File: src/asmc_params.svh
// constants for the async serial port with modem control
`ifndef ASMC_PARAMS_SVH
`define ASMC_PARAMS_SVH
`define ASMC_ADDR_DATA 3'h0
`define ASMC_ADDR_IER 3'h1
`define ASMC_ADDR_ISR 3'h2
`define ASMC_ADDR_LCR 3'h3
`define ASMC_ADDR_MCR 3'h4
`define ASMC_ADDR_LSR 3'h5
`define ASMC_ADDR_MSR 3'h6
`define ASMC_ADDR_SPR 3'h7
`define ASMC_IER_SPECIAL 5
`define ASMC_LCR_BREAK 6
`define ASMC_LCR_DLAB 7
`define ASMC_MCR_DTR 0
`define ASMC_MCR_RTS 1
`define ASMC_MCR_SRST 2
`define ASMC_MCR_INTEN 3
`define ASMC_MCR_LOOP 4
`define ASMC_MCR_PDOWN 7
`define ASMC_IER_MASK 8'h2f
`define ASMC_MCR_MASK 8'h9f
`define ASMC_IER_RST 8'h00
`define ASMC_LCR_RST 8'h00
`define ASMC_MCR_RST 8'h00
`define ASMC_DIV_RST 8'h00
`define ASMC_BIT_TICKS 6'd16
`define ASMC_STOP15_TICKS 6'd24
`define ASMC_STOP2_TICKS 6'd32
`define ASMC_START_TICKS 6'd8
`define ASMC_ISR_LINE 3'b110
`define ASMC_ISR_RXD 3'b100
`define ASMC_ISR_THR 3'b010
`define ASMC_ISR_MODEM 3'b000
`define ASMC_ISR_NONE 3'b001
`endif

File: src/asmc_pkg.sv
// types and shared helpers of the async serial port
package asmc_pkg;
  typedef struct packed {
    logic par_force;
    logic par_even;
    logic par_en;
    logic stop2;
    logic [1:0] len;
  } asmc_fmt_t;
  typedef struct packed {
    logic brk;
    logic ferr;
    logic perr;
    logic [7:0] data;
  } asmc_rx_res_t;
  typedef struct packed {
    logic cd;
    logic ri;
    logic dsr;
    logic cts;
  } asmc_modem_t;
  typedef enum logic [2:0] {
    ASMC_IDLE = 3'b000,
    ASMC_START = 3'b001,
    ASMC_DATA = 3'b010,
    ASMC_PARITY = 3'b011,
    ASMC_STOP = 3'b100
  } asmc_state_t;

  // index of the last data bit for a length code
  function automatic logic [2:0] asmc_last_bit(input logic [1:0] len);
    asmc_last_bit = {1'b1, len};
  endfunction : asmc_last_bit

  function automatic logic asmc_par_bit(input logic [7:0] data, input asmc_fmt_t fmt);
    logic [7:0] m;
    m = 8'hff >> (3'd3 - {1'b0, fmt.len});
    if (fmt.par_force) begin
      asmc_par_bit = ~fmt.par_even;
    end else begin
      asmc_par_bit = fmt.par_even ? ^(data & m) : ~^(data & m);
    end
  endfunction : asmc_par_bit
endpackage : asmc_pkg

File: src/asmc_tx.sv
// serial transmitter, advances on the 16x tick
`timescale 1ns/1ps
`include "asmc_params.svh"
module asmc_tx import asmc_pkg::*; (
  input wire logic clk,
  input wire logic rst_n,
  input wire logic tick,
  input wire logic start,
  input wire logic [7:0] data,
  input wire asmc_fmt_t fmt,
  output logic line,
  output logic busy
);
  asmc_state_t state;
  logic [7:0] shreg;
  logic [5:0] tcnt;
  logic [2:0] bitn;
  logic par;
  wire logic [5:0] stop_ticks = !fmt.stop2 ? `ASMC_BIT_TICKS :
    (fmt.len == 2'b00) ? `ASMC_STOP15_TICKS : `ASMC_STOP2_TICKS;
  wire logic [5:0] last_tick = (state == ASMC_STOP) ? 6'(stop_ticks - 6'd1) :
    6'(`ASMC_BIT_TICKS - 6'd1);
  wire logic bit_end = tick && (tcnt == last_tick);
  wire logic last_data = (bitn == asmc_last_bit(fmt.len));

  always_ff @(posedge clk or negedge rst_n) begin
    if (!rst_n) begin
      state <= ASMC_IDLE;
      shreg <= 8'h00;
      tcnt <= 6'h00;
      bitn <= 3'h0;
      par <= 1'b0;
      line <= 1'b1;
      busy <= 1'b0;
    end else begin
      if (tick && !bit_end) begin
        tcnt <= 6'(tcnt + 6'd1);
      end else if (bit_end) begin
        tcnt <= 6'h00;
      end
      case (state)
        ASMC_IDLE: begin
          if (start) begin
            shreg <= data;
            par <= asmc_par_bit(data, fmt);
            state <= ASMC_START;
            line <= 1'b0;
            tcnt <= 6'h00;
            bitn <= 3'h0;
            busy <= 1'b1;
          end
        end
        ASMC_START: begin
          if (bit_end) begin
            state <= ASMC_DATA;
            line <= shreg[0];
          end
        end
        ASMC_DATA: begin
          if (bit_end && last_data) begin
            state <= fmt.par_en ? ASMC_PARITY : ASMC_STOP;
            line <= fmt.par_en ? par : 1'b1;
          end else if (bit_end) begin
            bitn <= 3'(bitn + 3'd1);
            shreg <= shreg >> 1;
            line <= shreg[1];
          end
        end
        ASMC_PARITY: begin
          if (bit_end) begin
            state <= ASMC_STOP;
            line <= 1'b1;
          end
        end
        ASMC_STOP: begin
          if (bit_end) begin
            state <= ASMC_IDLE;
            busy <= 1'b0;
          end
        end
        default: begin
          state <= ASMC_IDLE;
          line <= 1'b1;
          busy <= 1'b0;
        end
      endcase
    end
  end
endmodule : asmc_tx

File: src/asmc_rx.sv
// serial receiver with start-bit check
`timescale 1ns/1ps
`include "asmc_params.svh"
module asmc_rx import asmc_pkg::*; (
  input wire logic clk,
  input wire logic rst_n,
  input wire logic tick,
  input wire logic line,
  input wire asmc_fmt_t fmt,
  output logic done,
  output asmc_rx_res_t res
);
  asmc_state_t state;
  logic [7:0] shreg;
  logic [5:0] tcnt;
  logic [2:0] bitn;
  logic prev;
  logic pbit;
  wire logic [2:0] last = asmc_last_bit(fmt.len);
  wire logic [7:0] aligned = shreg >> (3'd7 - last);
  wire logic [5:0] last_tick = (state == ASMC_START) ? 6'(`ASMC_START_TICKS - 6'd1) :
    6'(`ASMC_BIT_TICKS - 6'd1);
  wire logic bit_end = tick && (tcnt == last_tick);

  always_ff @(posedge clk or negedge rst_n) begin
    if (!rst_n) begin
      state <= ASMC_IDLE;
      shreg <= 8'h00;
      tcnt <= 6'h00;
      bitn <= 3'h0;
      prev <= 1'b1;
      pbit <= 1'b0;
      done <= 1'b0;
      res <= '0;
    end else begin
      prev <= line;
      done <= 1'b0;
      if (tick && !bit_end) begin
        tcnt <= 6'(tcnt + 6'd1);
      end else if (bit_end) begin
        tcnt <= 6'h00;
      end
      case (state)
        ASMC_IDLE: begin
          if (prev && !line) begin
            state <= ASMC_START;
            tcnt <= 6'h00;
          end
        end
        ASMC_START: begin
          if (bit_end) begin
            state <= line ? ASMC_IDLE : ASMC_DATA;
            bitn <= 3'h0;
            shreg <= 8'h00;
          end
        end
        ASMC_DATA: begin
          if (bit_end) begin
            shreg <= {line, shreg[7:1]};
            bitn <= 3'(bitn + 3'd1);
            if (bitn == last) begin
              state <= fmt.par_en ? ASMC_PARITY : ASMC_STOP;
            end
          end
        end
        ASMC_PARITY: begin
          if (bit_end) begin
            pbit <= line;
            state <= ASMC_STOP;
          end
        end
        ASMC_STOP: begin
          if (bit_end) begin
            state <= ASMC_IDLE;
            done <= 1'b1;
            res.data <= aligned;
            res.perr <= fmt.par_en && (pbit != asmc_par_bit(aligned, fmt));
            res.ferr <= !line;
            res.brk <= !line && (aligned == 8'h00) && !(fmt.par_en && pbit);
          end
        end
        default: begin
          state <= ASMC_IDLE;
        end
      endcase
    end
  end
endmodule : asmc_rx

File: src/asmc_top.sv
// async serial port with modem control: host registers, baud generator, status
`timescale 1ns/1ps
`include "asmc_params.svh"
// Notes on behaviour
// - holding-empty flag sets when shifter takes byte
// - start bit checked low at mid bit
// - divisor makes a 16x tick
// - enable bits 0-3 gate four sources
// - bit 5 special mode unlocks powerdown, softreset
// - interrupt code reports highest pending source
// - status bit 0 low when pending
// - length code selects five to eight bits
// - stop bit one, one-and-half or two
// - parity enable, even select, forced parity
// - break bit holds serial output low outside loopback
// - divisor access remaps addresses zero and one
// - control bits drive dtr and rts low
// - soft reset bit drives reset output high
// - interrupt pin floats unless enable bit set
// - loopback mutes line, feeds receiver internally
// - loopback modem changes come from control bits
// - power down stops baud generator
// - line status flags and empty bits
// - modem deltas set on change (ring only when it goes inactive), clear on read
// - modem status upper bits show line levels, or the control bits in loopback
// - reset values of registers and pins
// - scratch byte reads back unchanged
module asmc_top import asmc_pkg::*; (
  input wire logic clk,
  input wire logic nrst,
  input wire logic cs_n,
  input wire logic ior_n,
  input wire logic iow_n,
  input wire logic [2:0] addr,
  input wire logic [7:0] data_in,
  output logic [7:0] data_out,
  output logic data_oe_n,
  input wire logic rx,
  output logic tx,
  input wire logic cts_n,
  input wire logic dsr_n,
  input wire logic ri_n,
  input wire logic cd_n,
  output logic dtr_n,
  output logic rts_n,
  output logic rst_out,
  output logic int_out,
  output logic int_oe_n
);
  logic [1:0] rst_sync;
  logic rst_n;

  always_ff @(posedge clk or negedge nrst) begin
    if (!nrst) begin
      rst_sync <= 2'b00;
    end else begin
      rst_sync <= {rst_sync[0], 1'b1};
    end
  end
  assign rst_n = rst_sync[1];

  // host strobes
  logic rd_prev;
  logic wr_prev;
  wire logic rd_act = !cs_n && !ior_n;
  wire logic wr_act = !cs_n && !iow_n;
  wire logic rd_go = rd_act && !rd_prev;
  wire logic wr_go = wr_act && !wr_prev;

  always_ff @(posedge clk or negedge rst_n) begin
    if (!rst_n) begin
      rd_prev <= 1'b0;
      wr_prev <= 1'b0;
    end else begin
      rd_prev <= rd_act;
      wr_prev <= wr_act;
    end
  end

  // registers
  logic [7:0] interrupt_mask;
  logic [7:0] frame_format_control;
  logic [7:0] modem_line_control;
  logic [7:0] dll;
  logic [7:0] baud_divisor_high;
  logic [7:0] scratch_byte;
  logic [7:0] transmit_data_byte;
  logic [7:0] receive_data_byte;

  wire logic dlab = frame_format_control[`ASMC_LCR_DLAB];
  wire logic at_data = (addr == `ASMC_ADDR_DATA);
  wire logic at_ier = (addr == `ASMC_ADDR_IER);
  wire logic wr_thr = wr_go && at_data && !dlab;
  wire logic wr_dll = wr_go && at_data && dlab;
  wire logic wr_ier = wr_go && at_ier && !dlab;
  wire logic wr_dlm = wr_go && at_ier && dlab;
  wire logic wr_lcr = wr_go && (addr == `ASMC_ADDR_LCR);
  wire logic wr_mcr = wr_go && (addr == `ASMC_ADDR_MCR);
  wire logic wr_spr = wr_go && (addr == `ASMC_ADDR_SPR);
  wire logic rd_rhr = rd_go && at_data && !dlab;
  wire logic rd_isr = rd_go && (addr == `ASMC_ADDR_ISR);
  wire logic rd_lsr = rd_go && (addr == `ASMC_ADDR_LSR);
  wire logic rd_msr = rd_go && (addr == `ASMC_ADDR_MSR);

  wire logic special = interrupt_mask[`ASMC_IER_SPECIAL];
  wire logic loop = modem_line_control[`ASMC_MCR_LOOP];
  wire logic pdown = special && modem_line_control[`ASMC_MCR_PDOWN];
  wire asmc_fmt_t fmt = asmc_fmt_t'(frame_format_control[5:0]);

  always_ff @(posedge clk or negedge rst_n) begin
    if (!rst_n) begin
      interrupt_mask <= `ASMC_IER_RST;
      frame_format_control <= `ASMC_LCR_RST;
      modem_line_control <= `ASMC_MCR_RST;
      dll <= `ASMC_DIV_RST;
      baud_divisor_high <= `ASMC_DIV_RST;
      scratch_byte <= 8'h00;
      transmit_data_byte <= 8'h00;
    end else begin
      if (wr_ier) interrupt_mask <= data_in & `ASMC_IER_MASK;
      if (wr_lcr) frame_format_control <= data_in;
      if (wr_mcr) modem_line_control <= data_in & `ASMC_MCR_MASK;
      if (wr_dll) dll <= data_in;
      if (wr_dlm) baud_divisor_high <= data_in;
      if (wr_spr) scratch_byte <= data_in;
      if (wr_thr) transmit_data_byte <= data_in;
    end
  end

  // baud generator, zero divisor holds it still
  logic [15:0] div_cnt;
  logic tick;
  wire logic [15:0] divisor = {baud_divisor_high, dll};
  wire logic baud_run = (divisor != 16'h0000) && !pdown;
  wire logic div_wrap = (div_cnt >= 16'(divisor - 16'h0001));

  always_ff @(posedge clk or negedge rst_n) begin
    if (!rst_n) begin
      div_cnt <= 16'h0000;
      tick <= 1'b0;
    end else if (!baud_run) begin
      div_cnt <= 16'h0000;
      tick <= 1'b0;
    end else begin
      div_cnt <= div_wrap ? 16'h0000 : 16'(div_cnt + 16'h0001);
      tick <= div_wrap;
    end
  end

  // transmitter
  logic thre;
  logic thri_pend;
  logic tx_line;
  logic tx_busy;
  wire logic tx_start = !thre && !tx_busy;

  asmc_tx u_tx (
    .clk(clk),
    .rst_n(rst_n),
    .tick(tick),
    .start(tx_start),
    .data(transmit_data_byte),
    .fmt(fmt),
    .line(tx_line),
    .busy(tx_busy)
  );

  always_ff @(posedge clk or negedge rst_n) begin
    if (!rst_n) begin
      thre <= 1'b1;
    end else if (wr_thr) begin
      thre <= 1'b0;
    end else if (tx_start) begin
      thre <= 1'b1;
    end
  end

  // receiver
  logic rx_done;
  asmc_rx_res_t rx_res;
  wire logic rx_in = loop ? tx_line : rx;

  asmc_rx u_rx (
    .clk(clk),
    .rst_n(rst_n),
    .tick(tick),
    .line(rx_in),
    .fmt(fmt),
    .done(rx_done),
    .res(rx_res)
  );

  // line status flags, a new event wins over a read
  logic dr;
  logic ovr;
  logic perr;
  logic ferr;
  logic brk;
  wire logic temt = thre && !tx_busy;
  wire logic [7:0] serial_line_state = {1'b0, temt, thre, brk, ferr, perr, ovr, dr};

  always_ff @(posedge clk or negedge rst_n) begin
    if (!rst_n) begin
      receive_data_byte <= 8'h00;
      dr <= 1'b0;
      ovr <= 1'b0;
      perr <= 1'b0;
      ferr <= 1'b0;
      brk <= 1'b0;
    end else begin
      if (rx_done) receive_data_byte <= rx_res.data;
      dr <= rx_done || (dr && !rd_rhr);
      ovr <= (rx_done && dr && !rd_rhr) || (ovr && !rd_lsr);
      perr <= (rx_done && rx_res.perr) || (perr && !rd_lsr);
      ferr <= (rx_done && rx_res.ferr) || (ferr && !rd_lsr);
      brk <= (rx_done && rx_res.brk) || (brk && !rd_lsr);
    end
  end

  // modem status
  logic primed;
  asmc_modem_t mprev;
  logic [3:0] delta;
  wire asmc_modem_t pins = asmc_modem_t'(~{cd_n, ri_n, dsr_n, cts_n});
  wire asmc_modem_t looped = '{cd: modem_line_control[`ASMC_MCR_INTEN], ri: modem_line_control[`ASMC_MCR_SRST],
    dsr: modem_line_control[`ASMC_MCR_DTR], cts: modem_line_control[`ASMC_MCR_RTS]};
  wire asmc_modem_t msrc = loop ? looped : pins;
  wire logic [3:0] mchg = !primed ? 4'h0 : {msrc.cd ^ mprev.cd, mprev.ri && !msrc.ri,
    msrc.dsr ^ mprev.dsr, msrc.cts ^ mprev.cts};
  wire logic [7:0] modem_line_state = {msrc, delta};

  always_ff @(posedge clk or negedge rst_n) begin
    if (!rst_n) begin
      primed <= 1'b0;
      mprev <= '0;
      delta <= 4'h0;
    end else begin
      primed <= 1'b1;
      mprev <= msrc;
      delta <= mchg | (rd_msr ? 4'h0 : delta);
    end
  end

  // interrupt priority
  wire logic lsi = interrupt_mask[2] && (ovr || perr || ferr || brk);
  wire logic rdi = interrupt_mask[0] && dr;
  wire logic thi = interrupt_mask[1] && thri_pend && thre;
  wire logic msi = interrupt_mask[3] && (delta != 4'h0);
  wire logic [2:0] isr_code = lsi ? `ASMC_ISR_LINE :
    rdi ? `ASMC_ISR_RXD :
    thi ? `ASMC_ISR_THR :
    msi ? `ASMC_ISR_MODEM : `ASMC_ISR_NONE;

  always_ff @(posedge clk or negedge rst_n) begin
    if (!rst_n) begin
      thri_pend <= 1'b0;
    end else if (tx_start) begin
      thri_pend <= 1'b1;
    end else if (wr_thr || (rd_isr && isr_code == `ASMC_ISR_THR)) begin
      thri_pend <= 1'b0;
    end
  end

  // read data selection
  wire logic [7:0] rd_mux =
    at_data ? (dlab ? dll : receive_data_byte) :
    at_ier ? (dlab ? baud_divisor_high : interrupt_mask) :
    (addr == `ASMC_ADDR_ISR) ? {5'h00, isr_code} :
    (addr == `ASMC_ADDR_LCR) ? frame_format_control :
    (addr == `ASMC_ADDR_MCR) ? modem_line_control :
    (addr == `ASMC_ADDR_LSR) ? serial_line_state :
    (addr == `ASMC_ADDR_MSR) ? modem_line_state : scratch_byte;

  always_ff @(posedge clk or negedge rst_n) begin
    if (!rst_n) begin
      data_out <= 8'h00;
      data_oe_n <= 1'b1;
    end else begin
      if (rd_go) data_out <= rd_mux;
      data_oe_n <= !rd_act;
    end
  end

  // pins
  always_ff @(posedge clk or negedge rst_n) begin
    if (!rst_n) begin
      tx <= 1'b1;
      dtr_n <= 1'b1;
      rts_n <= 1'b1;
      rst_out <= 1'b1;
      int_out <= 1'b0;
      int_oe_n <= 1'b1;
    end else begin
      tx <= loop ? 1'b1 : (frame_format_control[`ASMC_LCR_BREAK] ? 1'b0 : tx_line);
      dtr_n <= !modem_line_control[`ASMC_MCR_DTR];
      rts_n <= !modem_line_control[`ASMC_MCR_RTS];
      rst_out <= special && modem_line_control[`ASMC_MCR_SRST];
      int_out <= !isr_code[0];
      int_oe_n <= !modem_line_control[`ASMC_MCR_INTEN];
    end
  end
endmodule : asmc_top

File: config.mk
export PLATFORM = sky130hd
export DESIGN_NAME = asmc_top
export DESIGN_NICKNAME = d
export VERILOG_FILES = /design/src/asmc_pkg.sv /design/src/asmc_tx.sv /design/src/asmc_rx.sv /design/src/asmc_top.sv
export VERILOG_INCLUDE_DIRS = /design/src
export SDC_FILE = /design/constraint.sdc
export NUM_CORES = 1
export LEC_CHECK = 0
export ABC_AREA = 1
export CAP_MARGIN = 40
export CELL_PAD_IN_SITES_DETAIL_PLACEMENT = 0
export CELL_PAD_IN_SITES_GLOBAL_PLACEMENT = 1
export CORE_MARGIN = 3
export CORE_UTILIZATION = 35
export DETAILED_ROUTE_END_ITERATION = 16
export DONT_BUFFER_PORTS = 1
export GPL_ROUTABILITY_DRIVEN = 0
export PLACE_DENSITY = 0.67
export RECOVER_POWER = 25
export SLEW_MARGIN = 30
export SYNTH_ARGS = -nofsm -noshare
export SYNTH_HDL_FRONTEND = slang
export SYNTH_HIERARCHICAL = 1
export SYNTH_SLANG_ARGS = --single-unit
File: constraint.sdc
create_clock -name clk -period 7.19 [get_ports clk]
set_input_delay 0.3595 -clock clk [delete_from_list [all_inputs] [get_ports clk]]
set_output_delay 0.3595 -clock clk [all_outputs]
set_load 0.02 [all_outputs]
==> flow_summary_export.csv, run 1 <==
group,metric,value,unit
status,status,"finished with violations",
status,violations,"max-capacitance violations, max-slew violations",
cts,hold_buffers,5,
sta,finalHoldViolations,0,
global_route,antenna_found_initial,0,
setup_path,max_stage_delay,410,ps
die,coreArea,25500,um^2
synthesis,yosysMostFrequentCell,"nand2_1",
synthesis,synth_commonest_cells,"363 x nand2_1, 159 x dfrtp_1, 139 x inv_1",
die,fp.dieW,168,um
sta,min_period,3020,ps
sta,fin_tns_setup,0,ps
sta,relSlewSlack,-0.345,
sta,finClkSkew,11.9,ps
power_and_ir_drop,vdd_drop_max,0.000143,V
synthesis,syn-cell-area,9200,um^2
synthesis,synth_cell_types,53,
drt,drt_pass1_iterations,5,
power_and_ir_drop,power.density,296,nW/um^2
die,start_util,0.361,
cells_and_area,syn2layout_area_growth,10.5,%
cts,path_clk_slew,70,ps
power_and_ir_drop,p_leak,5.08,nW
die,fp.dieArea,28300,um^2
synthesis,yosysTopAreaCell,"dfrtp_1",
drt,wirelength,23.6,mm
setup_path,critPathMaxFanout,16,
cts,clk_latency,430,ps
cts,cts_buffers,17,
synthesis,ys_warn_count,6,
drt,vias_per_cell,4.85,
synthesis,synth_top_family_by_area,"simple AND/OR/NAND/NOR gates",
setup_path,cp-end-kind,"flop",
cts,postCtsSetupBuffers,0,
sta,final-setup-viol-count,0,
synthesis,synth_area_per_cell,7.73,um^2
synthesis,synth-xor-area-share,0.0324,
synthesis,yosysSeqAreaShare,0.458,
drt,drt_iter0_markers,543,
setup_path,crit_chain,"inv_1 > ha_1 > inv_1 > nor3_2 > nand3_1 > nor2_1 > nand3_1 > o21ai_1 > inv_1 > ha_1 > nand2_1 > inv_1 > nor2_1 > o21ai_0 > a21oi_1 > nand4_2 > nor2_1",
cells_and_area,fillers,2641,
synthesis,synth_top_area_frac,0.433,
synthesis,syn_inst,1190,
sta,rsz0062_at_grt,"false",
synthesis,yosys.area_share.simple,0.281,
drt,wire_per_inst,15.3,um
setup_path,crit_type,"reg -> reg",
global_route,grtUsageTotal,0.173,
sta,period_share,0.419,
global_route,gr-total-overflow,0,
placement,io_buffer_count,0,
cells_and_area,fin_area,10200,um^2
setup_path,critPathSlowestCell,"dfrtp_1",
cts,cts_root_buffer,"clkbuf_16",
cells_and_area,insertedDiodeCount,0,
drt,vias,7453,
setup_path,rrSetupSlack,4170,ps
synthesis,async_reset_ff_frac,1.00,
global_route,grt_pass1_wl,39.0,mm
setup_path,crit_path_frequent_cell,"inv_1",
synthesis,synth_compound_area_frac,0.113,
placement,place_area,9490,um^2
placement,dp_hpwl,17.1,mm
cts,cts_max_level,4,
setup_path,critical_path.startpoint_type,"flop",
synthesis,yosys-top-cells-area,"dfrtp_1 43%, nand2_1 15%, inv_1 5.7%",
drt,drc,0,
cells_and_area,final_nets,1239,
cells_and_area,layout-drive-gt1-share,0.0721,
synthesis,synth_edf_count,0,
setup_path,crit_arrival,3360,ps
global_route,grt_max_degree,80,
global_route,grt_pass1_vias,7279,
synthesis,synth-main-ff-cell,"dfrtp_1",
cts,cts_buffer_depth,2,
synthesis,synth-seq-cells,168,
die,rows,58,
setup_path,critical_path_required,7530,ps
sta,tightest_slew,2020,ps
sta,timing.final.max_slew_violations,49,
synthesis,yosys.area_share.adder,0.0326,
synthesis,muxShareOfSynthArea,0.00435,
sta,fin_ws,4170,ps
die,die_h,168,um
sta,fmax,0.332,GHz
drt,final_antenna_net_count,0,
cts,cts_tree,"built",
placement,dp_slack,4170,ps
die,ios,36,
cells_and_area,final_util,0.399,
hold_path,hp-class,"in -> reg",
flow_run,max_cap_viol_count,1,
cts,cts.sink_count,168,
cts,cts_resized,0,
[area by class of cell]
type                       count  area [um^2]  area share
clock inverter                11          173      0.0170
tap                          330          413      0.0406
sequential                   168         4220       0.415
multi-input combinational    850         4270       0.420
inverter                     149          562      0.0553
clock buffer                  21          460      0.0453
timing repair buffer           8         76.3     0.00751
[critical path: cells and delay by family, from the launching register on]
family / cells / cell delay, ps
buf+inv: 4 / 300
fa+ha+maj: 2 / 380
simple gates: 8 / 1420
compound gates: 3 / 410
flops: 1 / 410
[placed cells by master, fill, tap and decap left out, drive strengths merged]
cell / instances
clkinv: 7
nor2: 110
a21oi: 36
dfstp: 9
nand3b: 1
a31o: 1
nor3: 16
conb: 2
xor2: 28
o221ai: 1
o31ai: 1
nand4: 24
a32o: 1
or2: 5
clkinvlp: 1
o21ai: 120
bufinv: 4
nand2: 374
a31oi: 9
nand3: 67
mux2i: 4
o21a: 1
buf: 3
and3: 1
o2111ai: 1
o22ai: 12
inv: 148
dfrtp: 159
clkbuf: 21
ha: 24
a22oi: 1
o211ai: 3
xnor2: 6
nor3b: 1
dlygate4sd3: 5
[report_power, final]
| group | internal, mW | switching, mW |
|---|---|---|
| Clock | 0.602 | 0.389 |
| Sequential | 1.09 | 0.166 |
| Combinational | 0.268 | 0.491 |
[sequential cells by signal, indices dropped and copies added, names as in the netlist, 4 cells and up]
name and count:
u_rx/res 11, scratch_byte 8, u_tx/shreg 8, data_out 8
baud_divisor_high 8, modem_line_control 6, interrupt_mask 5, mprev 4
div_cnt 16, u_tx/tcnt 6, delta 4, frame_format_control 8
u_rx/shreg 8, transmit_data_byte 8, u_rx/tcnt 6, dll 8
receive_data_byte 8
[per-stage QoR]
stage	power [mW]	cells	hold slack [ps]
after global placement	2.03	1500	64.0
final	3.00	1537	63.5
after detailed placement	2.04	1500	64.0
after global routing	3.23	1537	65.8
after CTS	3.05	1537	49.2
after floorplan	1.83	1191	63.9
[cells by family (layout without fill, tap and decap cells)]
| family | Yosys count | after routing |
|---|---|---|
| and+or+nand+nor | 599 | 599 |
| AOI/OAI and AO/OA | 187 | 187 |
| buffers and inverters | 173 | 189 |
| DFF | 168 | 168 |
| xor gates and xnor gates | 34 | 34 |
| adders and majority gates | 24 | 24 |
| muxes | 4 | 4 |
| other | 1 | 2 |
[per-layer routing]
metal	track usage	up-vias	share of wire
met2	0.276	113	0.46
met4	0.0430	0	0.010
met1	0.247	3485	0.49
met5	0	-	0
met3	0.0284	21	0.035
li1	-	3834	-
[worst paths after layout]
| check | to | startpoint | cells after the start |
|---|---|---|---|
| worst max-delay path | div_cnt[9]$_DFF_PN0_ | dll[0]$_DFFE_PN0P_ | 17 |
| worst min-delay path | data_oe_n$_DFF_PN1_ | cs_n | 2 |
| worst max register to register | div_cnt[9]$_DFF_PN0_ | dll[0]$_DFFE_PN0P_ | 17 |
| worst min register to register | rst_sync[1]$_DFF_PN0_ | rst_sync[0]$_DFF_PN0_ | 0 |
| max in group asynchronous | u_tx/tcnt[2]$_DFF_PN0_ | rst_sync[1]$_DFF_PN0_ | 1 |
| min in group asynchronous | rst_sync[0]$_DFF_PN0_ | nrst | 1 |
No activity file was read; power rests on OpenSTA's default activity.
==> run 2, diff against run 1 <==
==> constraint.sdc (replaced) <==
create_clock -name clk -period 2.8 [get_ports clk]
set_input_delay 0.14 -clock clk [delete_from_list [all_inputs] [get_ports clk]]
set_output_delay 0.14 -clock clk [all_outputs]
set_load 0.02 [all_outputs]
==> flow_summary_export.csv, run 2 (synthesized netlist as in run 1, its figures left out) <==
group,metric,value,unit
cells_and_area,reg.largest.list,"div_cnt x16, u_rx/res x11",
drt,vias_per_cell,4.87,
setup_path,max_stage_delay,430,ps
sta,period_share,0.926,
setup_path,crit_path_frequent_cell,"nand3_1",
power_and_ir_drop,p_switching,2.74,mW
power_and_ir_drop,p_total,7.76,mW
cells_and_area,final_cell_mix,"362 x nand2_1, 158 x dfrtp_1, 139 x inv_1",
die,die_h,168,um
power_and_ir_drop,switching_share,0.353,
cts,cts_max_level,4,
drt,drt_iter0_markers,450,
global_route,grt_pass1_vias,7388,
setup_path,reg2reg_from,"dll[4]$_DFFE_PN0P_",
setup_path,cp-end-kind,"flop",
placement,io_buffer_count,0,
power_and_ir_drop,clkPwrFrac,0.312,
die,rows,58,
global_route,antenna_found_initial,0,
drt,final_antenna_net_count,0,
power_and_ir_drop,combPwrFrac,0.279,
drt,drt_pass1_iterations,5,
sta,final-setup-viol-count,0,
cts,cts_buffer_depth,2,
setup_path,critPathMaxFanout,16,
cts,cts_root_buffer,"clkbuf_16",
global_route,gr-total-overflow,0,
cts,cts_buffers,17,
hold_path,hp-class,"in -> reg",
drt,wirelength,24.1,mm
die,fp.dieW,168,um
sta,finClkSkew,14.3,ps
global_route,grtUsageTotal,0.176,
sta,fin_tns_setup,0,ps
cells_and_area,final_nets,1260,
cts,cts_tree,"built",
power_and_ir_drop,vdd_drop_max,0.000322,V
setup_path,reg2reg_to,"div_cnt[2]$_DFF_PN0_",
setup_path,rrSetupSlack,210,ps
power_and_ir_drop,power.density,748,nW/um^2
setup_path,crit_arrival,2910,ps
global_route,grt_max_degree,167,
power_and_ir_drop,p_leak,5.17,nW
setup_path,crit_chain,"or2_1 > nor3_2 > nand3_1 > nor2_2 > nand3_1 > nand2_1 > inv_1 > ha_1 > nand4_1 > nor3_4 > nand3_2 > nand4_4 > buf_12 > nor2_1",
cells_and_area,fillers,2630,
cells_and_area,top_register,"div_cnt",
sta,fmax,0.386,GHz
cts,cts.sink_count,168,
hold_path,holdPathStages,2,
setup_path,r2r_cells,14,
sta,relSlewSlack,0.0853,
setup_path,crit_type,"reg -> reg",
global_route,grt_pass1_wl,39.7,mm
power_and_ir_drop,p_int,5.02,mW
drt,wire_per_inst,15.5,um
status,status,"finished, final reports clean",
setup_path,critical_path.startpoint_type,"flop",
drt,drc,0,
cells_and_area,largest_reg_flops,16,
cells_and_area,layout-drive-gt1-share,0.0912,
sta,min_period,2590,ps
cells_and_area,syn2layout_area_growth,12.8,%
cts,path_clk_slew,60,ps
power_and_ir_drop,seqPwrFrac,0.409,
cells_and_area,layout_commonest_cell,"nand2_1",
cts,clk_latency,430,ps
flow_run,max_cap_viol_count,0,
hold_path,min_from,"data_in[6]",
sta,timing.final.max_slew_violations,0,
setup_path,critPathSlowestCell,"dfrtp_1",
hold_path,worstHoldEndpoint,"transmit_data_byte[6]$_DFFE_PN0P_",
drt,vias,7584,
die,ios,36,
sta,finalHoldViolations,0,
placement,dp_hpwl,17.4,mm
die,start_util,0.361,
sta,tightest_slew,1370,ps
die,fp.dieArea,28300,um^2
setup_path,critical_path_required,3120,ps
cells_and_area,insertedDiodeCount,0,
die,coreArea,25500,um^2
run 2: cell count changes in the layout (fill, tap and decap cells not counted), sizes merged:
cell         before  now
clkinvlp          1    3
dlygate4sd3       5   10
bufinv            4    3
clkbuf           21   23
buf               3   17
inv             148  147
run 2: worst max path at each step:
stage / to / start / cells after the start / slack, ps
5_1_grt: div_cnt[11]$_DFF_PN0_ / dll[2]$_DFFE_PN0P_ / 15 / -30
6_report: div_cnt[2]$_DFF_PN0_ / dll[4]$_DFFE_PN0P_ / 14 / 210
3_5_place_dp: div_cnt[7]$_DFF_PN0_ / dll[1]$_DFFE_PN0P_ / 17 / -70
4_1_cts: div_cnt[11]$_DFF_PN0_ / dll[1]$_DFFE_PN0P_ / 17 / 50
2_1_floorplan: baud_divisor_high[0]$_DFFE_PN0P_ / rst_sync[1]$_DFF_PN0_ / 0 / 30
3_3_place_gp: div_cnt[11]$_DFF_PN0_ / dll[1]$_DFFE_PN0P_ / 17 / 20
run 2: area by class of cell:
| cell class | count | area (um^2) | area share |
|---|---|---|---|
| Multi-Input combinational cell | 850 | 4310 | 0.416 |
| Clock inverter | 11 | 149 | 0.0144 |
| Inverter | 149 | 562 | 0.0542 |
| Sequential cell | 168 | 4220 | 0.407 |
| Tap cell | 330 | 413 | 0.0398 |
| Clock buffer | 21 | 450 | 0.0434 |
| Timing Repair Buffer | 29 | 269 | 0.0259 |
run 2: metal layers:
metal | global-route usage | part of all wire | up-vias
met1 | 0.247 | 0.48 | 3563
met2 | 0.286 | 0.47 | 122
li1 | - | - | 3878
met4 | 0.0498 | 0.012 | 0
met3 | 0.0251 | 0.031 | 21
met5 | 0 | 0 | -
run 2: critical path: cells and delay by family (launching register included):
family | cells | cell delay (ps)
AND/OR/NAND/NOR | 11 | 1580
flip-flops | 1 | 430
buffers and inverters | 2 | 190
adder cells (fa/ha/maj) | 1 | 280
run 2: stage by stage:
| stage | worst slack [ps] | cell area [um^2] | util | hold slack [ps] | cells |
|---|---|---|---|---|---|
| 4_1_cts | 47.5 | 10300 | 0.405 | 13.2 | 1555 |
| 6_report | 207 | 10400 | 0.407 | 12.3 | 1558 |
| 3_3_place_gp | 20.5 | 9600 | 0.377 | -156 | 1513 |
| 5_1_grt | -29.6 | 10400 | 0.407 | 14.5 | 1558 |
| 2_1_floorplan | 30.4 | 9200 | - | -156 | 1191 |
| 3_5_place_dp | -69.5 | 9600 | 0.377 | -155 | 1513 |
run 2: power by group through the flow:
stage | logic [mW] | registers, mW | clock network [mW]
floorplan | 1.55 | 3.15 | 0
global placement | 2.06 | 3.22 | 0
CTS | 2.10 | 3.18 | 2.51
global route | 2.52 | 3.23 | 2.61
detailed placement | 2.07 | 3.23 | 0
finish | 2.16 | 3.18 | 2.42
run 2: timing repair:
item,in CTS,in global routing
pin swaps,0,7
endpoints found under the setup margin,16,17
setup buffers,0,2
hold endpoints to repair,9,0
resized for setup,1,9
hold buffers,10,0
